**src/verilog/trip_monitor_consts.vh**
```
/*
  Constants for the trip monitor indirect data port: register addresses,
  control field positions, entry widths and reset values.
  Assumes inclusion by bare name from every design file that needs it.
*/
`ifndef TRIP_MONITOR_CONSTS_VH
`define TRIP_MONITOR_CONSTS_VH

// Register addresses
`define TM_ADDR_W          4
`define TM_ADDR_DATA       4'h0
`define TM_ADDR_CTRL       4'h1

// Control register layout
`define TM_CTRL_LIST_BIT   7
`define TM_CTRL_LH_BIT     4
`define TM_IDX_MSB         3
`define TM_IDX_W           4
`define TM_IDX_ONE         4'h1
`define TM_IDX_RESET       4'h0

// Data port layout
`define TM_DATA_W          16
`define TM_ZERO16          16'h0000
`define TM_THR_W           10
`define TM_THR_MSB         9
`define TM_CMP_LSB         2
`define TM_CMP_W           8
`define TM_LIST_W          5
`define TM_LIST_MSB        4
`define TM_LIST_DIFFERENTIAL_FLAG_BIT   4
`define TM_LIST_CH_MSB     3
`define TM_LIST_CH_W       4

// Entry storage
`define TM_ENTRIES         16

`endif

```
**src/verilog/trip_monitor_data_port.v**
```verilog
/*
  Indirect data port of the threshold-trip monitor. Holds the control
  register (bank selects and entry index) and three entry banks: low
  thresholds, high thresholds and the channel list. Exports the entry
  chosen by the comparison engine's lookup index.
  Assumes a synchronous register port: one-cycle write or read strobes,
  never both at once; read data appear in the cycle after the read strobe.
*/
// The address-and-strobe port was chosen for this implementation.
`timescale 1ns/10ps
`include "trip_monitor_consts.vh"

module trip_monitor_data_port
(
  input  wire                      clk_in,
  input  wire                      sys_rst_in,
  input  wire [`TM_ADDR_W-1:0]     addr_in,
  input  wire [`TM_DATA_W-1:0]     wr_data_in,
  input  wire                      wr_strobe_in,
  input  wire                      rd_strobe_in,
  output wire [`TM_DATA_W-1:0]     rd_data_out,
  output wire                      list_bank_select_out,
  output wire                      low_high_select_out,
  output wire [`TM_IDX_MSB:0]      entry_index_out,
  input  wire [`TM_IDX_MSB:0]      lookup_index_in,
  output wire [`TM_CMP_W-1:0]      low_threshold_out,
  output wire [`TM_CMP_W-1:0]      high_threshold_out,
  output wire [`TM_LIST_CH_W-1:0]  channel_number_out,
  output wire                      differential_flag_out
);

////////////////////////////////////////////////////////////////////////////////
// Declarations
reg                       list_bank_select_reg;
reg                       list_bank_select_next;
reg                       low_high_select_reg;
reg                       low_high_select_next;
reg  [`TM_IDX_MSB:0]      entry_index_reg;
reg  [`TM_IDX_MSB:0]      entry_index_next;
reg  [`TM_DATA_W-1:0]     rd_data_reg;
reg  [`TM_DATA_W-1:0]     rd_data_next;
reg  [`TM_DATA_W-1:0]     port_value;
reg  [`TM_DATA_W-1:0]     ctrl_value;
reg  [`TM_CMP_W-1:0]      low_threshold_reg;
reg  [`TM_CMP_W-1:0]      high_threshold_reg;
reg  [`TM_LIST_CH_W-1:0]  channel_number_reg;
reg                       differential_flag_reg;

wire                      data_sel;
wire                      ctrl_sel;
wire                      data_wr;
wire                      data_rd;
wire                      ctrl_wr;
wire                      low_we;
wire                      high_we;
wire                      list_we;
wire [`TM_THR_W-1:0]      thr_wr_value;
wire [`TM_LIST_W-1:0]     list_wr_value;
wire [`TM_THR_W-1:0]      low_sw_value;
wire [`TM_THR_W-1:0]      high_sw_value;
wire [`TM_LIST_W-1:0]     list_sw_value;
wire [`TM_THR_W-1:0]      low_lk_value;
wire [`TM_THR_W-1:0]      high_lk_value;
wire [`TM_LIST_W-1:0]     list_lk_value;

////////////////////////////////////////////////////////////////////////////////
// Address decode
assign data_sel = (addr_in == `TM_ADDR_DATA);
assign ctrl_sel = (addr_in == `TM_ADDR_CTRL);
assign data_wr  = wr_strobe_in & data_sel;
assign data_rd  = rd_strobe_in & data_sel;
assign ctrl_wr  = wr_strobe_in & ctrl_sel;

////////////////////////////////////////////////////////////////////////////////
// Bank write enables
assign low_we  = data_wr & ~list_bank_select_reg & ~low_high_select_reg;
assign high_we = data_wr & ~list_bank_select_reg & low_high_select_reg;
assign list_we = data_wr & list_bank_select_reg;

// Upper data-port bits are dropped on writes
assign thr_wr_value  = wr_data_in[`TM_THR_MSB:0];
assign list_wr_value = wr_data_in[`TM_LIST_MSB:0];

////////////////////////////////////////////////////////////////////////////////
// Entry banks
trip_entry_bank
#(
  .WIDTH (`TM_THR_W)
)
low_bank
(
  .clk_in        (clk_in),
  .sys_rst_in    (sys_rst_in),
  .wr_en_in      (low_we),
  .wr_idx_in     (entry_index_reg),
  .wr_data_in    (thr_wr_value),
  .rd_idx_a_in   (entry_index_reg),
  .rd_data_a_out (low_sw_value),
  .rd_idx_b_in   (lookup_index_in),
  .rd_data_b_out (low_lk_value)
);

trip_entry_bank
#(
  .WIDTH (`TM_THR_W)
)
high_bank
(
  .clk_in        (clk_in),
  .sys_rst_in    (sys_rst_in),
  .wr_en_in      (high_we),
  .wr_idx_in     (entry_index_reg),
  .wr_data_in    (thr_wr_value),
  .rd_idx_a_in   (entry_index_reg),
  .rd_data_a_out (high_sw_value),
  .rd_idx_b_in   (lookup_index_in),
  .rd_data_b_out (high_lk_value)
);

trip_entry_bank
#(
  .WIDTH (`TM_LIST_W)
)
list_bank
(
  .clk_in        (clk_in),
  .sys_rst_in    (sys_rst_in),
  .wr_en_in      (list_we),
  .wr_idx_in     (entry_index_reg),
  .wr_data_in    (list_wr_value),
  .rd_idx_a_in   (entry_index_reg),
  .rd_data_a_out (list_sw_value),
  .rd_idx_b_in   (lookup_index_in),
  .rd_data_b_out (list_lk_value)
);

////////////////////////////////////////////////////////////////////////////////
// Data-port read value, reserved bits zero
always @*
begin
  port_value = `TM_ZERO16;
  if (list_bank_select_reg)
    port_value[`TM_LIST_MSB:0] = list_sw_value;
  else if (low_high_select_reg)
    port_value[`TM_THR_MSB:0] = high_sw_value;
  else
    port_value[`TM_THR_MSB:0] = low_sw_value;
end

// Control register read value
always @*
begin
  ctrl_value = `TM_ZERO16;
  ctrl_value[`TM_CTRL_LIST_BIT] = list_bank_select_reg;
  ctrl_value[`TM_CTRL_LH_BIT]   = low_high_select_reg;
  ctrl_value[`TM_IDX_MSB:0]     = entry_index_reg;
end

////////////////////////////////////////////////////////////////////////////////
// Control register next state
always @*
begin
  list_bank_select_next = list_bank_select_reg;
  low_high_select_next  = low_high_select_reg;
  entry_index_next      = entry_index_reg;
  if (ctrl_wr)
  begin
    list_bank_select_next = wr_data_in[`TM_CTRL_LIST_BIT];
    low_high_select_next  = wr_data_in[`TM_CTRL_LH_BIT];
    entry_index_next      = wr_data_in[`TM_IDX_MSB:0];
  end
  else if (data_wr || data_rd)
  begin
    entry_index_next = entry_index_reg + `TM_IDX_ONE;
  end
end

// Read data stand only in the cycle after the read strobe
always @*
begin
  rd_data_next = `TM_ZERO16;
  if (rd_strobe_in)
  begin
    if (data_sel)
      rd_data_next = port_value;
    else if (ctrl_sel)
      rd_data_next = ctrl_value;
  end
end

////////////////////////////////////////////////////////////////////////////////
// Registers
always @(posedge clk_in or posedge sys_rst_in)
begin
  if (sys_rst_in)
  begin
    list_bank_select_reg <= 1'b0;
    low_high_select_reg  <= 1'b0;
    entry_index_reg      <= `TM_IDX_RESET;
    rd_data_reg          <= `TM_ZERO16;
  end
  else
  begin
    list_bank_select_reg <= list_bank_select_next;
    low_high_select_reg  <= low_high_select_next;
    entry_index_reg      <= entry_index_next;
    rd_data_reg          <= rd_data_next;
  end
end

////////////////////////////////////////////////////////////////////////////////
// Comparison-side export, one cycle after the lookup index
always @(posedge clk_in or posedge sys_rst_in)
begin
  if (sys_rst_in)
  begin
    low_threshold_reg     <= {`TM_CMP_W{1'b0}};
    high_threshold_reg    <= {`TM_CMP_W{1'b0}};
    channel_number_reg    <= {`TM_LIST_CH_W{1'b0}};
    differential_flag_reg <= 1'b0;
  end
  else
  begin
    low_threshold_reg     <= low_lk_value[`TM_THR_MSB:`TM_CMP_LSB];
    high_threshold_reg    <= high_lk_value[`TM_THR_MSB:`TM_CMP_LSB];
    channel_number_reg    <= list_lk_value[`TM_LIST_CH_MSB:0];
    differential_flag_reg <= list_lk_value[`TM_LIST_DIFFERENTIAL_FLAG_BIT];
  end
end

////////////////////////////////////////////////////////////////////////////////
// Outputs
assign rd_data_out           = rd_data_reg;
assign list_bank_select_out  = list_bank_select_reg;
assign low_high_select_out   = low_high_select_reg;
assign entry_index_out       = entry_index_reg;
assign low_threshold_out     = low_threshold_reg;
assign high_threshold_out    = high_threshold_reg;
assign channel_number_out    = channel_number_reg;
assign differential_flag_out = differential_flag_reg;

endmodule

```
**src/verilog/trip_entry_bank.v**
```verilog
/*
  Bank of sixteen entries of parameter width, one write port and two
  combinational read ports (software side and comparison side).
  Assumes one clock and an asynchronous active-high reset that clears all entries.
*/
`timescale 1ns/10ps
`include "trip_monitor_consts.vh"

module trip_entry_bank
#(
  parameter WIDTH = `TM_THR_W
)
(
  input  wire                  clk_in,
  input  wire                  sys_rst_in,
  input  wire                  wr_en_in,
  input  wire [`TM_IDX_MSB:0]  wr_idx_in,
  input  wire [WIDTH-1:0]      wr_data_in,
  input  wire [`TM_IDX_MSB:0]  rd_idx_a_in,
  output wire [WIDTH-1:0]      rd_data_a_out,
  input  wire [`TM_IDX_MSB:0]  rd_idx_b_in,
  output wire [WIDTH-1:0]      rd_data_b_out
);

wire [WIDTH-1:0]       entry_reg_flat [0:`TM_ENTRIES-1];
wire [`TM_ENTRIES-1:0] wr_hit;

// One-hot write select, avoids slicing the loop variable
assign wr_hit = {{(`TM_ENTRIES-1){1'b0}}, wr_en_in} << wr_idx_in;

////////////////////////////////////////////////////////////////////////////////
// One storage word per entry
genvar g;
generate
  for (g = 0; g < `TM_ENTRIES; g = g + 1)
  begin : entry
    reg [WIDTH-1:0] value_reg;
    always @(posedge clk_in or posedge sys_rst_in)
    begin
      if (sys_rst_in)
        value_reg <= {WIDTH{1'b0}};
      else if (wr_hit[g])
        value_reg <= wr_data_in;
    end
    assign entry_reg_flat[g] = value_reg;
  end
endgenerate

////////////////////////////////////////////////////////////////////////////////
// Read ports
assign rd_data_a_out = entry_reg_flat[rd_idx_a_in];
assign rd_data_b_out = entry_reg_flat[rd_idx_b_in];

endmodule

```
**config.mk**
```make
export PLATFORM = sky130hd
export DESIGN_NAME = trip_monitor_data_port
export DESIGN_NICKNAME = d
export VERILOG_FILES = /design/src/verilog/trip_monitor_data_port.v /design/src/verilog/trip_entry_bank.v
export VERILOG_INCLUDE_DIRS = /design/src /design/src/verilog
export SDC_FILE = /design/constraint.sdc
export NUM_CORES = 1
export LEC_CHECK = 0
export ABC_AREA = 0
export BUFFER_PORTS_ARGS = -buffer_cell sky130_fd_sc_hd__clkbuf_2
export CAP_MARGIN = 30
export CORE_UTILIZATION = 55
export CTS_CLUSTER_DIAMETER = 100
export CTS_CLUSTER_SIZE = 16
export DETAILED_ROUTE_END_ITERATION = 8
export PLACE_DENSITY_LB_ADDON = 0.15
export SKIP_LAST_GASP = 1
export SYNTH_ARGS = -nofsm -noshare
export SYNTH_HDL_FRONTEND = slang
export SYNTH_SLANG_ARGS = --single-unit
```
**constraint.sdc**
```tcl
create_clock -name clk_in -period 15 [get_ports clk_in]
set_input_delay 1.5 -clock clk_in [delete_from_list [all_inputs] [get_ports clk_in]]
set_output_delay 1.5 -clock clk_in [all_outputs]
set_load 0.03 [all_outputs]
```
Word level (Yosys, flattened, before mapping)
Cells that the tools add are included.
- bits in registers: 443
- bits of input ports: 28
- output and inout bits: 43
- word-level logic and storage cells: 103
- $add $sub $neg: 1
- $lt $le $gt $ge: 2
- eq/ne operators: 1
- shift operators: 3
- muxes and demuxes: 26
- bitwise gates (word level): 11
- reductions and logical operators: 3
- operators by type and width (cell ; number):
    $bmux 10 s4 ; 4
    $mux 10 ; 11
    $shl 1x4->16 ; 3
    $bmux 5 s4 ; 2
    $mux 5 ; 6
    $ge 5x5->1 const B ; 2
    $not 4->5 ; 2
    $mux 4 ; 2
    $mux 8 ; 1
    $and 1x1->1 ; 7
    $add 4x1->4 const B ; 1
    $eq 4x1->1 const B ; 1
    $logic_not 4->1 ; 1
    $not 1->1 ; 2
    $reduce_bool 2->1 ; 1
    $logic_or 1x1->1 ; 1

Longest topological paths before layout
- depth after elaboration: 8
- mapped depth: 9
- mapped depth without buffers: 5

Cells and area by module
A second synthesis with hierarchy kept.
- cells, all modules: 1487
- area, all modules: 22799.4 um^2
- by module, submodules not included (module ; times used ; cells each ; area each (um^2) ; seq. area each (um^2)):
    trip_entry_bank (high_bank ...) ; 2 ; 537 ; 8511.9 ; 4003.8
    trip_entry_bank (list_bank) ; 1 ; 291 ; 4305.4 ; 2001.9
    trip_monitor_data_port ; 1 ; 122 ; 1470.2 ; 925.9

Worst setup path before layout
No wires, ideal clock.
- path kind: input port to flip-flop
- start point: in lookup_index_in[0]
- end point: reg differential_flag_reg (netlist: differential_flag_out)
- setup time: 138 ps
- arrival time: 3162 ps
- data required time: 14862 ps
- setup slack: 11700 ps
- stages on the path: 4
- path buffers: 2
- cells stage by stage: clkbuf_1 -> buf_2 -> mux4_2 -> mux4_2
- cells in the longest elaborated chain, start to end: 4
- ends and longest elaborated chain (what ; line ; text):
    from (decl) ; trip_monitor_data_port.v:25 ; input wire [`TM_IDX_MSB:0] lookup_index_in,
    $not 4->5 (not written as such) ; trip_entry_bank.v:52 ; assign rd_data_b_out = entry_reg_flat[rd_idx_b_in];
    $bmux 5 s4 ; trip_entry_bank.v:52 ;
    $mux 5 (not written as such) (2 in a row) ; trip_entry_bank.v:52 ;
    named net list_bank.rd_data_b_out[4] ; trip_entry_bank.v:22 ; output wire [WIDTH-1:0] rd_data_b_out
    to (signal assigned) ; trip_monitor_data_port.v:227 ; differential_flag_reg <= list_lk_value[`TM_LIST_DIFFERENTIAL_FLAG_BIT];
    to (decl) ; trip_monitor_data_port.v:47 ; reg differential_flag_reg;
The timed path passes the listed nets, and every way through them passes these cells. The select of a mux whose other input is x is not followed.
A chain may end at the register's enable or synchronous reset.

Final worst setup path
- start point: reg entry_index_reg[1] (netlist: entry_index_out[1])
- end point: reg low_bank.entry[10].value_reg[8]
- cells in the longest elaborated chain, start to end: 1
- ends and longest elaborated chain (what ; line ; text):
    from (decl) ; trip_monitor_data_port.v:38 ; reg [`TM_IDX_MSB:0] entry_index_reg;
    from (signal assigned) ; trip_monitor_data_port.v:199 ; entry_index_reg <= `TM_IDX_RESET;
    from (signal assigned) ; trip_monitor_data_port.v:206 ; entry_index_reg <= entry_index_next;
    $shl 1x4->16 ; trip_entry_bank.v:29 ; assign wr_hit = {{(`TM_ENTRIES-1){1'b0}}, wr_en_in} << wr_idx_in;
    to (signal assigned) ; trip_entry_bank.v:41 ; value_reg <= {WIDTH{1'b0}};
    to (signal assigned) ; trip_entry_bank.v:43 ; value_reg <= wr_data_in;
    to (decl) ; trip_entry_bank.v:37 ; reg [WIDTH-1:0] value_reg;
No other way between the ends.

==> key figures <==
Route
  – Antenna viol nets, final: 0
  – Initial drt markers: 1101
  – Top Metal Used: met4
  – Wire per inst: 28.9 um
  – Vias per std cell: 6.71
  – 1st-pass router iterations: 6
  – Met3 wire len: 3660 um
  – Met2 wire length: 26900 um
  – Final routed DRC violation total: 0
  – Post-Route WL: 56900 um
  – Met1 wire length: 24500 um
  – Via Count: 13200

Timing
  – Final hold slack: 491 ps
  – Final hold violations: 0
  – Worst slew pin tran: 1030 ps
  – Post-route minimum period: 3960 ps
  – Setup Skew: 22.3 ps
  – F_max: 0.252 GHz
  – Final worst setup slack: 11040 ps
  – Setup tns final: 0 ps
  – Slew HR: 0.312
  – Fin crit share: 0.264
  – Setup violations, final: 0
  – RSZ-0062 raised after global routing: false
  – Fin. max-slew vios: 0

Die
  – Die height: 204 um
  – Core ar.: 39900 um^2
  – Die area: 41500 um^2
  – Initial Util: 0.560
  – Io pins: 71
  – Row count: 73
  – Chip Width: 204 um

Global route
  – First-pass GRT wire length: 86500 um
  – Largest net degree at the start of global routing: 166
  – Total GRT Usage: 0.283
  – Vias in the first global route: 13500
  – Total grt overflow: 0
  – Initial antenna violation count: 0

Placement
  – DPL Wire Length: 34300 um
  – Final Wtd Congestion: 0.825
  – Port buffer count: 58
  – Setup WS pre-CTS: 10320 ps
  – Placed insts: 1931
  – Cell area after placement: 23000 um^2

Synthesis
  – Yosys cell types: 60
  – Sequential element share of the synthesized area: 0.489
  – Top cell type's share of synthesized area: 0.489
  – Synth area leader: dfrtp_1
  – Largest cells by area after synthesis: dfrtp_1 (49%), mux2_2 (20%), mux4_2 (19%)
  – Main synth FF type: dfrtp_1
  – Synth Area in Simple Gates: 0.0400
  – Compound-Gate Fraction of Synth Area: 0.0285
  – Cell count after synthesis: 1448
  – Post-synthesis adder-cell area fraction: 0.000560
  – Syn avg cell area: 15.4 um^2
  – Xor/xnor cell area share of the yosys netlist: 0.000784
  – Ys async rst share: 1.00
  – Yosys warns: 0
  – Synth Cell Area: 22400 um^2
  – EDFF count, synth: 0
  – Post-synthesis register bit count: 437
  – Largest family of logic cells by synthesized area: multiplexers
  – Post-synthesis mux area share: 0.412

Finish
  – Final Cell Area: 23900 um^2
  – Number of nets in the layout: 1471
  – Layout cells sized above 1: 0.503
  – Area Growth Syn to Fin: 6.71%
  – Final Util: 0.598
  – Fillcell total: 3068
  – Finished Layout Cells: 1970

Power and ir drop
  – Power density over the cells: 124 nW/um^2
  – Leak: 11.1 nW
  – Tot Pwr: 2.96 mW
  – VDD IR max: 0.0000979 V

CTS
  – CTS buffer count: 31
  – Max clock buf depth: 3
  – Hold_buf cts: 0
  – TritonCTS clock tree: yes
  – Post-CTS Setup Bufs: 0
  – # H-tree levels: 1
  – Clock-pin slew on the worst setup and hold paths: 80 ps
  – Clock Latency Late Sink: 620 ps
  – Post-cts resize count: 0
  – Root Buffer: clkbuf_16
  – CTS Sinks: 437

Setup path
  – Worst Path Max Fanout: 53
  – Worst Path Required: 15480 ps
  – Startpoint Class: flip-flop
  – Critical path class: flip-flop to flip-flop
  – CP arrival: 4450 ps
  – CP endpoint kind: flip-flop

Run status
  – Status: finished clean

Job
  – Max Cap Viol: 0

Min path
  – Min-delay worst type: flip-flop to flip-flop
[synthesized netlist by cell type (8+ instances only)]
cell type and n:
nor3_4 8, a22oi_1 10, buf_6 9, mux2_2 390, o21ai_0 10, buf_4 12
clkbuf_1 64, a21oi_1 12, mux4_2 184, dfrtp_1 437, nor2_1 21, mux2_1 18
buf_1 13, a221oi_1 16, nand3_1 21, mux2i_1 47, nand2_1 52, buf_2 28
[worst paths after layout]
check	from	end	slack, ps	depth (start not counted)
setup reg to reg	entry_index_out[1]	low_bank.entry[10].value_reg[8]	11040	6
max in group asynchronous	sys_rst_in	low_bank.entry[5].value_reg[9]	11880	6
hold / removal	high_bank.entry[15].value_reg[0]	high_bank.entry[15].value_reg[0]	490	1
min in group asynchronous	sys_rst_in	list_bank.entry[4].value_reg[0]	770	2
hold reg to reg	high_bank.entry[15].value_reg[0]	high_bank.entry[15].value_reg[0]	490	1
setup / recovery	entry_index_out[1]	low_bank.entry[10].value_reg[8]	11040	6
[per-layer routing]
layer | up-vias | global-route usage
li1 | 5549 | -
met1 | 7168 | 0.409
met2 | 404 | 0.436
met3 | 100 | 0.0503
met4 | 0 | 0.0977
met5 | - | 0
[power breakdown]
| part | switching, mW | internal, mW |
|---|---|---|
| Combinational | 0.445 | 0.327 |
| Clock | 0.410 | 0.368 |
| Sequential | 0.123 | 1.28 |
| Total | 0.979 | 1.98 |
[kinds of logic after synthesis]
group,Yosys count
simple gates,151
xor+xnor,2
flops,437
mux,639
fa+ha+maj,1
other cells,1
compound gates,85
buf+inv,132
[worst max-delay path, stage by stage (launching register included)]
cell and delay (ps):
dfrtp_4 900, buf_4 820, nor2b_2 270, buf_4 320
nand2_1 180, or3_1 790, mux2_1 470
[cell type report]
cell class,count,area (um^2),share of cell area
Inverter,6,30.0,0.00126
Tap cell,525,657,0.0275
Clock inverter,2,25.0,0.00105
Multi-Input combinational cell,884,10800,0.453
Timing Repair Buffer,82,613,0.0257
Antenna cell,1,2.50,0.000105
Sequential cell,437,10900,0.459
Clock buffer,33,783,0.0328
[layout by cell type, fill, tap and decap left out, types with 3 or more instances in the layout]
cell,instances
nand3_1,21
buf_16,4
conb_1,6
a22oi_1,10
nor2_2,7
nor2b_1,5
buf_4,16
a2bb2oi_1,4
o31a_1,3
o21ai_0,10
mux2i_1,47
clkbuf_2,56
or3_1,7
nor3_4,8
mux4_2,184
a221oi_1,16
clkbuf_16,31
a31oi_1,3
o221ai_1,4
nor2_1,20
o311a_1,4
a21oi_1,12
mux2_1,18
nor3_2,4
o2bb2ai_1,4
buf_12,4
a211oi_1,7
nor3_1,3
mux2_2,390
nand2_1,52
dfrtp_1,434
and2_1,5
Power figures use the tool's default switching activity.
